File: src/shared/mps_consts.svh
`ifndef MPS_CONSTS_SVH
`define MPS_CONSTS_SVH
// clock rate of pclk
`define MPS_CLK_MHZ            250
// apb register byte offsets
`define MPS_CTRL_OFS           12'h000
`define MPS_STATUS_OFS         12'h004
// control register fields
`define MPS_CTRL_PSX_BIT       0
`define MPS_CTRL_DQS_BIT       1
`define MPS_CTRL_SRF_BIT       2
`define MPS_CTRL_ID_LSB        4
`define MPS_CTRL_FRM_LSB       12
// control register reset value
`define MPS_CTRL_RESET         32'h0000_0000
// self-refresh interval per row and bank pair
`define MPS_REFRESH_NS         7800
`define MPS_REFRESH_CYCLES     ((`MPS_REFRESH_NS * `MPS_CLK_MHZ) / 1000)
`endif

File: src/shared/mps_pkg.sv
package mps_pkg;
    // power states, one-hot
    typedef enum logic [5:0] {
        S_DEEP_POWERDOWN = 6'h01,
        S_LIGHT_SLEEP    = 6'h02,
        S_STANDBY_IDLE   = 6'h04,
        S_ATTENTION      = 6'h08,
        S_ATTENTION_RD   = 6'h10,
        S_ATTENTION_WR   = 6'h20
    } mps_state_e;
    // wake pattern tracker
    typedef enum logic [2:0] {
        W_IDLE = 3'h1,
        W_FELL = 3'h2,
        W_SLOT = 3'h4
    } mps_wake_e;
endpackage : mps_pkg

File: src/hw/mps_power_ctrl.sv
`include "mps_consts.svh"
`timescale 1ns/10ps
`default_nettype none
module mps_power_ctrl (
    // clock and reset
    input  wire logic        pclk,
    input  wire logic        presetn,
    // apb slave
    input  wire logic        psel,
    input  wire logic        penable,
    input  wire logic        pwrite,
    input  wire logic [11:0] paddr,
    input  wire logic [31:0] pwdata,
    output logic [31:0]      prdata,
    output logic             pready,
    output logic             pslverr,
    // decoded row packets, pclk domain
    input  wire logic        row_pkt_valid,
    input  wire logic        row_pkt_broadcast,
    input  wire logic        row_pkt_hit,
    input  wire logic        row_activate_cmd,
    input  wire logic        sleep_request_cmd,
    input  wire logic        conditional_sleep_cmd,
    input  wire logic        powerdown_request_cmd,
    input  wire logic        row_relax_cmd,
    input  wire logic [3:0]  row_bank,
    input  wire logic [8:0]  row_addr,
    // decoded column packets, pclk domain
    input  wire logic        col_pkt_valid,
    input  wire logic        col_read_cmd,
    input  wire logic        col_write_cmd,
    input  wire logic        relax_cmd,
    // serial request packet command
    input  wire logic        set_reset_cmd,
    // serial pins, asynchronous
    input  wire logic        serial_clock,
    input  wire logic        command_pin,
    input  wire logic        serial_io_pin,
    input  wire logic [5:0]  data_byte_a_pins,
    // state outputs
    output logic [5:0]       power_state,
    output logic             col_frame_ok,
    output logic             clock_sync_keep,
    output logic             self_refresh_on,
    output logic             self_refresh_tick,
    output logic [3:0]       refresh_bank,
    output logic [8:0]       refresh_row,
    output logic             bank_activate,
    output logic [3:0]       activate_bank,
    output logic [8:0]       activate_row
);
    // ************************************************************
    // constants
    // ************************************************************
    localparam logic [11:0] REF_CYC = 12'(`MPS_REFRESH_CYCLES);  // refresh spacing in pclk

    // ************************************************************
    // pin synchronisers
    // ************************************************************
    logic [8:0] sync1_q;                 // first stage, read by second only
    logic [8:0] sync2_q;                 // second stage
    logic       sck_prev_q;              // last serial clock level
    // two flip-flops per pin
    always_ff @(posedge pclk or negedge presetn) begin
        if (!presetn) begin
            // serial clock idles high, so no false edge after reset
            sync1_q    <= 9'h001;
            sync2_q    <= 9'h001;
            sck_prev_q <= 1'b1;
        end else begin
            sync1_q    <= {data_byte_a_pins, serial_io_pin, command_pin, serial_clock};
            sync2_q    <= sync1_q;
            sck_prev_q <= sync2_q[0];
        end
    end
    logic       sck_fall;                // serial clock falling edge seen
    logic       sck_rise;                // serial clock rising edge seen
    logic       cmd_s;                   // synced command pin
    logic       sio_s;                   // synced serial input
    logic [5:0] dqa_s;                   // synced wake address
    assign sck_fall = sck_prev_q & ~sync2_q[0];
    assign sck_rise = ~sck_prev_q & sync2_q[0];
    assign cmd_s    = sync2_q[1];
    assign sio_s    = sync2_q[2];
    assign dqa_s    = sync2_q[8:3];

    // ************************************************************
    // apb registers
    // ************************************************************
    logic [31:0] ctrl_q, ctrl_d;         // control register
    logic [31:0] prdata_q, prdata_d;     // read data
    logic        pready_q, pready_d;     // access ready
    logic        pslverr_q, pslverr_d;   // unmapped access
    mps_pkg::mps_state_e state_q, state_d;
    logic        exit_attention_active_q, exit_attention_active_d;
    logic        flag_q, flag_d;
    logic        selective_exit_bit, dqs, srf;
    logic [5:0]  dev_id;
    logic [3:0]  frm_ivl;
    assign selective_exit_bit     = ctrl_q[`MPS_CTRL_PSX_BIT];
    assign dqs     = ctrl_q[`MPS_CTRL_DQS_BIT];
    assign srf     = ctrl_q[`MPS_CTRL_SRF_BIT];
    assign dev_id  = ctrl_q[`MPS_CTRL_ID_LSB +: 6];
    assign frm_ivl = ctrl_q[`MPS_CTRL_FRM_LSB +: 4];
    // decode in setup phase, answer in access phase
    always_comb begin
        ctrl_d    = ctrl_q;
        prdata_d  = prdata_q;
        pready_d  = 1'b0;
        pslverr_d = 1'b0;
        if (psel && !penable) begin
            pready_d = 1'b1;
            prdata_d = 32'h0000_0000;
            case (paddr)
                `MPS_CTRL_OFS:   prdata_d = ctrl_q & 32'h0000_F3F7;
                `MPS_STATUS_OFS: prdata_d = {24'h000000, exit_attention_active_q, self_refresh_on, state_q};
                default:         pslverr_d = 1'b1;
            endcase
        end else if (psel && penable && pready_q && pwrite && paddr == `MPS_CTRL_OFS) begin
            ctrl_d = pwdata & 32'h0000_F3F7;
        end
    end
    // register the bus side
    always_ff @(posedge pclk or negedge presetn) begin
        if (!presetn) begin
            ctrl_q    <= `MPS_CTRL_RESET;
            prdata_q  <= 32'h0000_0000;
            pready_q  <= 1'b0;
            pslverr_q <= 1'b0;
        end else begin
            ctrl_q    <= ctrl_d;
            prdata_q  <= prdata_d;
            pready_q  <= pready_d;
            pslverr_q <= pslverr_d;
        end
    end
    assign prdata  = prdata_q;
    assign pready  = pready_q;
    assign pslverr = pslverr_q;

    // ************************************************************
    // wake pattern detector
    // ************************************************************
    mps_pkg::mps_wake_e wake_q, wake_d;
    logic wsio_q, wsio_d;                // serial input at falling edge
    logic wake_hit;                      // address matched, or selective exit set, this cycle
    logic low_power;                     // in light sleep or powerdown
    assign low_power = (state_q == mps_pkg::S_DEEP_POWERDOWN) || (state_q == mps_pkg::S_LIGHT_SLEEP);
    // tracks cmd 01 over fall then rise, then the address slot
    always_comb begin
        wake_d   = wake_q;
        wsio_d   = wsio_q;
        wake_hit = 1'b0;
        case (wake_q)
            mps_pkg::W_IDLE: begin
                if (low_power && sck_fall && !cmd_s) begin
                    wake_d = mps_pkg::W_FELL;
                    wsio_d = sio_s;
                end
            end
            mps_pkg::W_FELL: begin
                if (!low_power) begin
                    wake_d = mps_pkg::W_IDLE;
                end else if (sck_rise) begin
                    wake_d = mps_pkg::W_IDLE;
                    if (cmd_s) begin
                        if (selective_exit_bit) begin
                            wake_hit = 1'b1;
                        end else if (!dqs) begin
                            wake_hit = (dqa_s == dev_id);
                        end else begin
                            wake_d = mps_pkg::W_SLOT;
                        end
                    end
                end
            end
            mps_pkg::W_SLOT: begin
                if (!low_power) begin
                    wake_d = mps_pkg::W_IDLE;
                end else if (sck_rise) begin
                    wake_d   = mps_pkg::W_IDLE;
                    wake_hit = (dqa_s == dev_id);
                end
            end
            default: wake_d = mps_pkg::W_IDLE;
        endcase
    end
    logic exit_ok;                       // wake pattern hit and kind agrees
    // serial input 0 for sleep, 1 for powerdown
    assign exit_ok = wake_hit && (wsio_q == (state_q == mps_pkg::S_DEEP_POWERDOWN));

    // ************************************************************
    // power state machine
    // ************************************************************
    logic row_me, row_new, attention_active_grp, rel_any, sleep_go, pdn_go;
    logic [3:0] frm_q, frm_d;            // framing countdown
    logic ok_q, ok_d;                    // column framing allowed
    logic act_q, act_d;                  // activate strobe
    logic [3:0] abank_q, abank_d;
    logic [8:0] arow_q, arow_d;
    assign row_me   = row_pkt_valid && row_pkt_hit && !row_pkt_broadcast;
    assign attention_active_grp = (state_q == mps_pkg::S_ATTENTION) || (state_q == mps_pkg::S_ATTENTION_RD) ||
                      (state_q == mps_pkg::S_ATTENTION_WR);
    assign sleep_go = row_me && (sleep_request_cmd || (conditional_sleep_cmd && flag_q));
    assign pdn_go   = row_me && powerdown_request_cmd;
    assign rel_any  = (row_me && row_relax_cmd) || (col_pkt_valid && ok_q && relax_cmd);
    assign row_new  = row_me && !sleep_request_cmd && !conditional_sleep_cmd && !powerdown_request_cmd;
    // next state, exit target, flag, framing and activate
    always_comb begin
        state_d     = state_q;
        exit_attention_active_d = exit_attention_active_q;
        flag_d      = flag_q;
        frm_d       = (frm_q != 4'h0) ? frm_q - 4'h1 : 4'h0;
        act_d       = 1'b0;
        abank_d     = abank_q;
        arow_d      = arow_q;
        if (row_me && row_activate_cmd) flag_d = 1'b0;
        if (row_me && (sleep_request_cmd || conditional_sleep_cmd)) flag_d = 1'b1;
        case (state_q)
            mps_pkg::S_DEEP_POWERDOWN, mps_pkg::S_LIGHT_SLEEP: begin
                if (exit_ok) state_d = exit_attention_active_q ? mps_pkg::S_ATTENTION : mps_pkg::S_STANDBY_IDLE;
            end
            mps_pkg::S_STANDBY_IDLE, mps_pkg::S_ATTENTION, mps_pkg::S_ATTENTION_RD,
            mps_pkg::S_ATTENTION_WR: begin
                if (pdn_go || sleep_go) begin
                    state_d     = pdn_go ? mps_pkg::S_DEEP_POWERDOWN : mps_pkg::S_LIGHT_SLEEP;
                    exit_attention_active_d = attention_active_grp && !row_relax_cmd;
                end else if (attention_active_grp && rel_any) begin
                    state_d = mps_pkg::S_STANDBY_IDLE;
                end else if (row_new) begin
                    if (!attention_active_grp) begin
                        state_d = mps_pkg::S_ATTENTION;
                        frm_d   = frm_ivl;
                    end
                    act_d   = row_activate_cmd || !attention_active_grp;
                    abank_d = row_bank;
                    arow_d  = row_addr;
                end else if (attention_active_grp && col_pkt_valid && ok_q) begin
                    if (col_write_cmd) state_d = mps_pkg::S_ATTENTION_WR;
                    else if (col_read_cmd) state_d = mps_pkg::S_ATTENTION_RD;
                end
            end
            default: state_d = mps_pkg::S_DEEP_POWERDOWN;
        endcase
        if (set_reset_cmd) begin
            state_d     = mps_pkg::S_DEEP_POWERDOWN;
            exit_attention_active_d = 1'b0;
        end
        ok_d = (frm_d == 4'h0) && ((state_d == mps_pkg::S_ATTENTION) ||
               (state_d == mps_pkg::S_ATTENTION_RD) || (state_d == mps_pkg::S_ATTENTION_WR));
    end
    // register the state group
    always_ff @(posedge pclk or negedge presetn) begin
        if (!presetn) begin
            state_q     <= mps_pkg::S_DEEP_POWERDOWN;
            exit_attention_active_q <= 1'b0;
            flag_q      <= 1'b0;
            frm_q       <= 4'h0;
            ok_q        <= 1'b0;
            act_q       <= 1'b0;
            abank_q     <= 4'h0;
            arow_q      <= 9'h000;
            wake_q      <= mps_pkg::W_IDLE;
            wsio_q      <= 1'b0;
        end else begin
            state_q     <= state_d;
            exit_attention_active_q <= exit_attention_active_d;
            flag_q      <= flag_d;
            frm_q       <= frm_d;
            ok_q        <= ok_d;
            act_q       <= act_d;
            abank_q     <= abank_d;
            arow_q      <= arow_d;
            wake_q      <= wake_d;
            wsio_q      <= wsio_d;
        end
    end

    // ************************************************************
    // self-refresh and clock sync
    // ************************************************************
    logic        srf_q, srf_d;           // self-refresh running
    logic        sync_q, sync_d;         // clock sync block kept
    logic [11:0] rt_q, rt_d;             // interval timer
    logic        tick_q, tick_d;
    logic [3:0]  rb_q, rb_d;
    logic [8:0]  rr_q, rr_d;
    // walks every bank of every row on its own timer
    always_comb begin
        // powerdown, or sleep with refresh bit
        srf_d  = (state_d == mps_pkg::S_DEEP_POWERDOWN) || (state_d == mps_pkg::S_LIGHT_SLEEP && srf);
        sync_d = (state_d != mps_pkg::S_DEEP_POWERDOWN);
        rt_d   = rt_q;
        tick_d = 1'b0;
        rb_d   = rb_q;
        rr_d   = rr_q;
        if (!srf_q) begin
            rt_d = 12'h000;
        end else if (rt_q == REF_CYC - 12'h001) begin
            rt_d   = 12'h000;
            tick_d = 1'b1;
            rb_d   = rb_q + 4'h1;
            if (rb_q == 4'hF) rr_d = rr_q + 9'h001;
        end else begin
            rt_d = rt_q + 12'h001;
        end
    end
    // register refresh group
    always_ff @(posedge pclk or negedge presetn) begin
        if (!presetn) begin
            srf_q  <= 1'b1;
            sync_q <= 1'b0;
            rt_q   <= 12'h000;
            tick_q <= 1'b0;
            rb_q   <= 4'h0;
            rr_q   <= 9'h000;
        end else begin
            srf_q  <= srf_d;
            sync_q <= sync_d;
            rt_q   <= rt_d;
            tick_q <= tick_d;
            rb_q   <= rb_d;
            rr_q   <= rr_d;
        end
    end
    assign power_state       = state_q;
    assign col_frame_ok      = ok_q;
    assign clock_sync_keep   = sync_q;
    assign self_refresh_on   = srf_q;
    assign self_refresh_tick = tick_q;
    assign refresh_bank      = rb_q;
    assign refresh_row       = rr_q;
    assign bank_activate     = act_q;
    assign activate_bank     = abank_q;
    assign activate_row      = arow_q;
endmodule : mps_power_ctrl
`default_nettype wire

File: config.mk
export PLATFORM = sky130hd
export DESIGN_NAME = mps_power_ctrl
export DESIGN_NICKNAME = d
export VERILOG_FILES = /design/src/shared/mps_pkg.sv /design/src/hw/mps_power_ctrl.sv
export VERILOG_INCLUDE_DIRS = /design/src /design/src/shared
export SDC_FILE = /design/constraint.sdc
export NUM_CORES = 1
export LEC_CHECK = 0
export BUFFER_PORTS_ARGS = -buffer_cell sky130_fd_sc_hd__buf_2
export CAP_MARGIN = 20
export CORE_UTILIZATION = 55
export CTS_BUF_LIST = sky130_fd_sc_hd__clkbuf_8
export CTS_CLUSTER_DIAMETER = 30
export CTS_CLUSTER_SIZE = 20
export DETAILED_ROUTE_END_ITERATION = 8
export PLACE_DENSITY_LB_ADDON = 0.1
export SKIP_CTS_REPAIR_TIMING = 1
export SLEW_MARGIN = 15
export SYNTH_ARGS = -nofsm -noshare
export SYNTH_HDL_FRONTEND = slang
export SYNTH_SLANG_ARGS = --single-unit
File: constraint.sdc
create_clock -name pclk -period 5.5 [get_ports pclk]
set_input_delay 0.275 -clock pclk [delete_from_list [all_inputs] [get_ports pclk]]
set_output_delay 0.275 -clock pclk [all_outputs]
set_load 0.05 [all_outputs]
==> impl_results.md <==
* Status: completed
* Commonest cells after routing, fill and taps aside: 116 x buf_2, 101 x dfrtp_1, 29 x nor2_1, 28 x nand2_1, 28 x mux2_2
* Number of global-route vias before repair at 3,211
* Gr ovfl total at 0
* H-tree depth at 3
* Max Clk Rate at 0.430 GHz
* Die Y at 96.3 µm
* Post-Synth XOR/XNOR Area at 5.19%
* Yosys warning count at 0
* Worst Setup SP: power_state[4]
* Placed Instance Area at 5480 µm²
* Post-synthesis compound-gate area fraction at 8.85%
* Diodes inserted at 0
* Total of max-cap violations at 0
* Sequential element share of the synthesized area at 54.9%
* Setup TNS at 0 ns
* Global-route wire length before repair at 15,100 µm
* Seq cells post-synth at 107
* Final worst-path cycle share at 42.3%
* Synth Cell Area at 4890 µm²
* Core Region at 8680 µm²
* Final min period at 2.33 ns
* Hold Vio Cnt, Final at 0
* CP Capture Type: flop
* Worst Path Required at 5.77 ns
* Iter 0 DRT Violations at 163
* Number of distinct library cells after synthesis at 60
* Port Buffer Count at 117
* Num CTS Buffers at 9
* CTS max path bufs at 2
* Async set-reset flop share out of synthesis at 100%
* CTS tree: built
* Antenna violations before repair at 0
* Die area at 9270 µm²
* Crit path DAT at 2.59 ns
* WL final at 9600 µm
* Worst-path clk slew at 0.10 ns
* Worst Tran Pin Value at 0.935 ns
* Post-DRT Antenna Nets at 0
* Vias per cell at 5.37
* DRC at 0
* Average wire per standard cell at 14.6 µm
* Synth Area per Inst at 11.8 µm²
* Worst R2R Start: power_state[4]
* Latest clock arrival within the worst-skew pair at 0.38 ns
* Initial core utilization at 56.4%
* Synth Instances at 416
* Largest family of logic cells by synthesized area: simple AND/OR/NAND/NOR gates
* Synth Area in Adders at 1.02%
* Worst-path fanout max at 13
* Final net count at 632
* GRT Resource Usage Total at 21.7%
* Root Driver: clkbuf_8
* Skew final at 0.0168 ns
* Ports at 155
* Min-delay worst type: primary input to flop
* Clock sink count at 107
* Largest net degree at the start of global routing at 77
* Relative slew slack at 37.6%
* CP Launch Type: flop
* Vias at 3,526
* Gpl congestion at 0.812
* Setup Crit Path Kind: flop to flop
* Final slew viol count at 0
* Layout cells sized above 1 at 34.2%
* Die X at 96.3 µm
* Final setup vio count at 0
* Pleak at 3.02 nW
* Area delta synth->final at 18.6%
* Commonest non-fill, non-tap cell in the layout: buf_2
* RSZ-0062 raised after global routing: false
* DRT Pass-1 Iters at 4
* Post-synth EDFFs at 0
* Worst hold start: pwdata[15]
* Worst VDD drop at 191 µV
* Ys flop type: dfrtp_1
* Simple-Gate Fraction of Synth Area at 16.6%
* Cell area power density at 266 nW/µm²
* Post-DP HPWL at 6920 µm
* # rows at 34
* Post-synthesis mux area share at 8.29%
* Cell area after layout at 5800 µm²
==> report_power, final <==
part	internal [mW]	total [mW]	switching (mW)
sequential	0.824	0.858	0.0336
clock	0.219	0.501	0.281
combinational	0.0732	0.183	0.110
==> synthesized netlist by cell type, types with 9 or more instances <==
cell type | n | area share, %
mux2_2 | 28 | 6.4
o21ai_0 | 15 | 1.5
o31ai_1 | 10 | 1.5
buf_4 | 19 | 2.9
mux2i_1 | 9 | 1.8
inv_1 | 10 | 0.77
xnor2_1 | 11 | 2.0
xor2_1 | 18 | 3.2
nor2_1 | 29 | 2.2
dfrtp_1 | 101 | 52
nand3_1 | 20 | 2.0
nand2_1 | 28 | 2.1
==> critical path, cell delays in order, from the launching register on <==
cell and delay, ns:
dfrtp_1 0.57, xor2_1 0.24, o211ai_2 0.39, o2111ai_1 0.25, nor4_1 0.32, a21oi_1 0.12, a2111oi_2 0.33
==> layer usage <==
layer / vias to the layer above / part of all wire [%] / global-route usage, %
li1: 1695 / - / -
met1: 1709 / 44 / 29.2
met2: 110 / 49 / 34.6
met3: 12 / 5.4 / 4.74
met4: 0 / 1.7 / 7.72
met5: - / 0 / 0
==> cell families after synthesis <==
| family | after synthesis |
|---|---|
| DFF | 107 |
| xor gates and xnor gates | 29 |
| and+or+nand+nor | 136 |
| AOI/OAI and AO/OA | 62 |
| buffers and inverters | 40 |
| adders and majority gates | 4 |
| muxes | 37 |
| other | 1 |
==> sequential cells by signal, indices dropped and copies added, names as in the netlist, 3 cells and up <==
| signal | count |
|---|---|
| refresh_row | 9 |
| ctrl_q | 13 |
| prdata | 14 |
| activate_bank | 4 |
| refresh_bank | 4 |
| sync2_q | 9 |
| rt_q | 12 |
| wake_q | 3 |
| sync1_q | 9 |
| activate_row | 9 |
| frm_q | 4 |
| power_state | 6 |
==> through the flow <==
step | utilization (%) | hold slack, ns | total power, mW | setup slack (ns) | cells
after floorplan | - | -0.0206 | 0.998 | 3.21 | 433
after global placement | 63.2 | 0.226 | 1.05 | 2.82 | 630
after global routing | 66.9 | 0.107 | 1.62 | 2.96 | 657
final | 66.9 | 0.0997 | 1.54 | 3.18 | 657
after detailed placement | 63.2 | 0.231 | 1.05 | 2.74 | 630
after CTS | 65.6 | -0.182 | 1.56 | 3.15 | 646
==> worst paths after layout <==
| path | to | cells after the start | slack (ns) |
|---|---|---|---|
| worst min register to register | sync2_q[6] | 0 | 0.36 |
| worst min-delay path | ctrl_q[15] | 3 | 0.1 |
| max in group asynchronous | rt_q[7] | 3 | 3.83 |
| min in group asynchronous | frm_q[3] | 2 | 0.36 |
| worst max register to register | col_frame_ok | 6 | 3.18 |
| worst max-delay path | col_frame_ok | 6 | 3.18 |
==> final cells by class <==
type	instances	area, µm²
fill	709	2880
sequential	107	2690
multi-input combinational	286	2020
timing repair buffer	130	714
tap	108	135
clock buffer	9	124
clock inverter	7	83.8
inverter	10	37.5
Power figures use the tool's default switching activity.
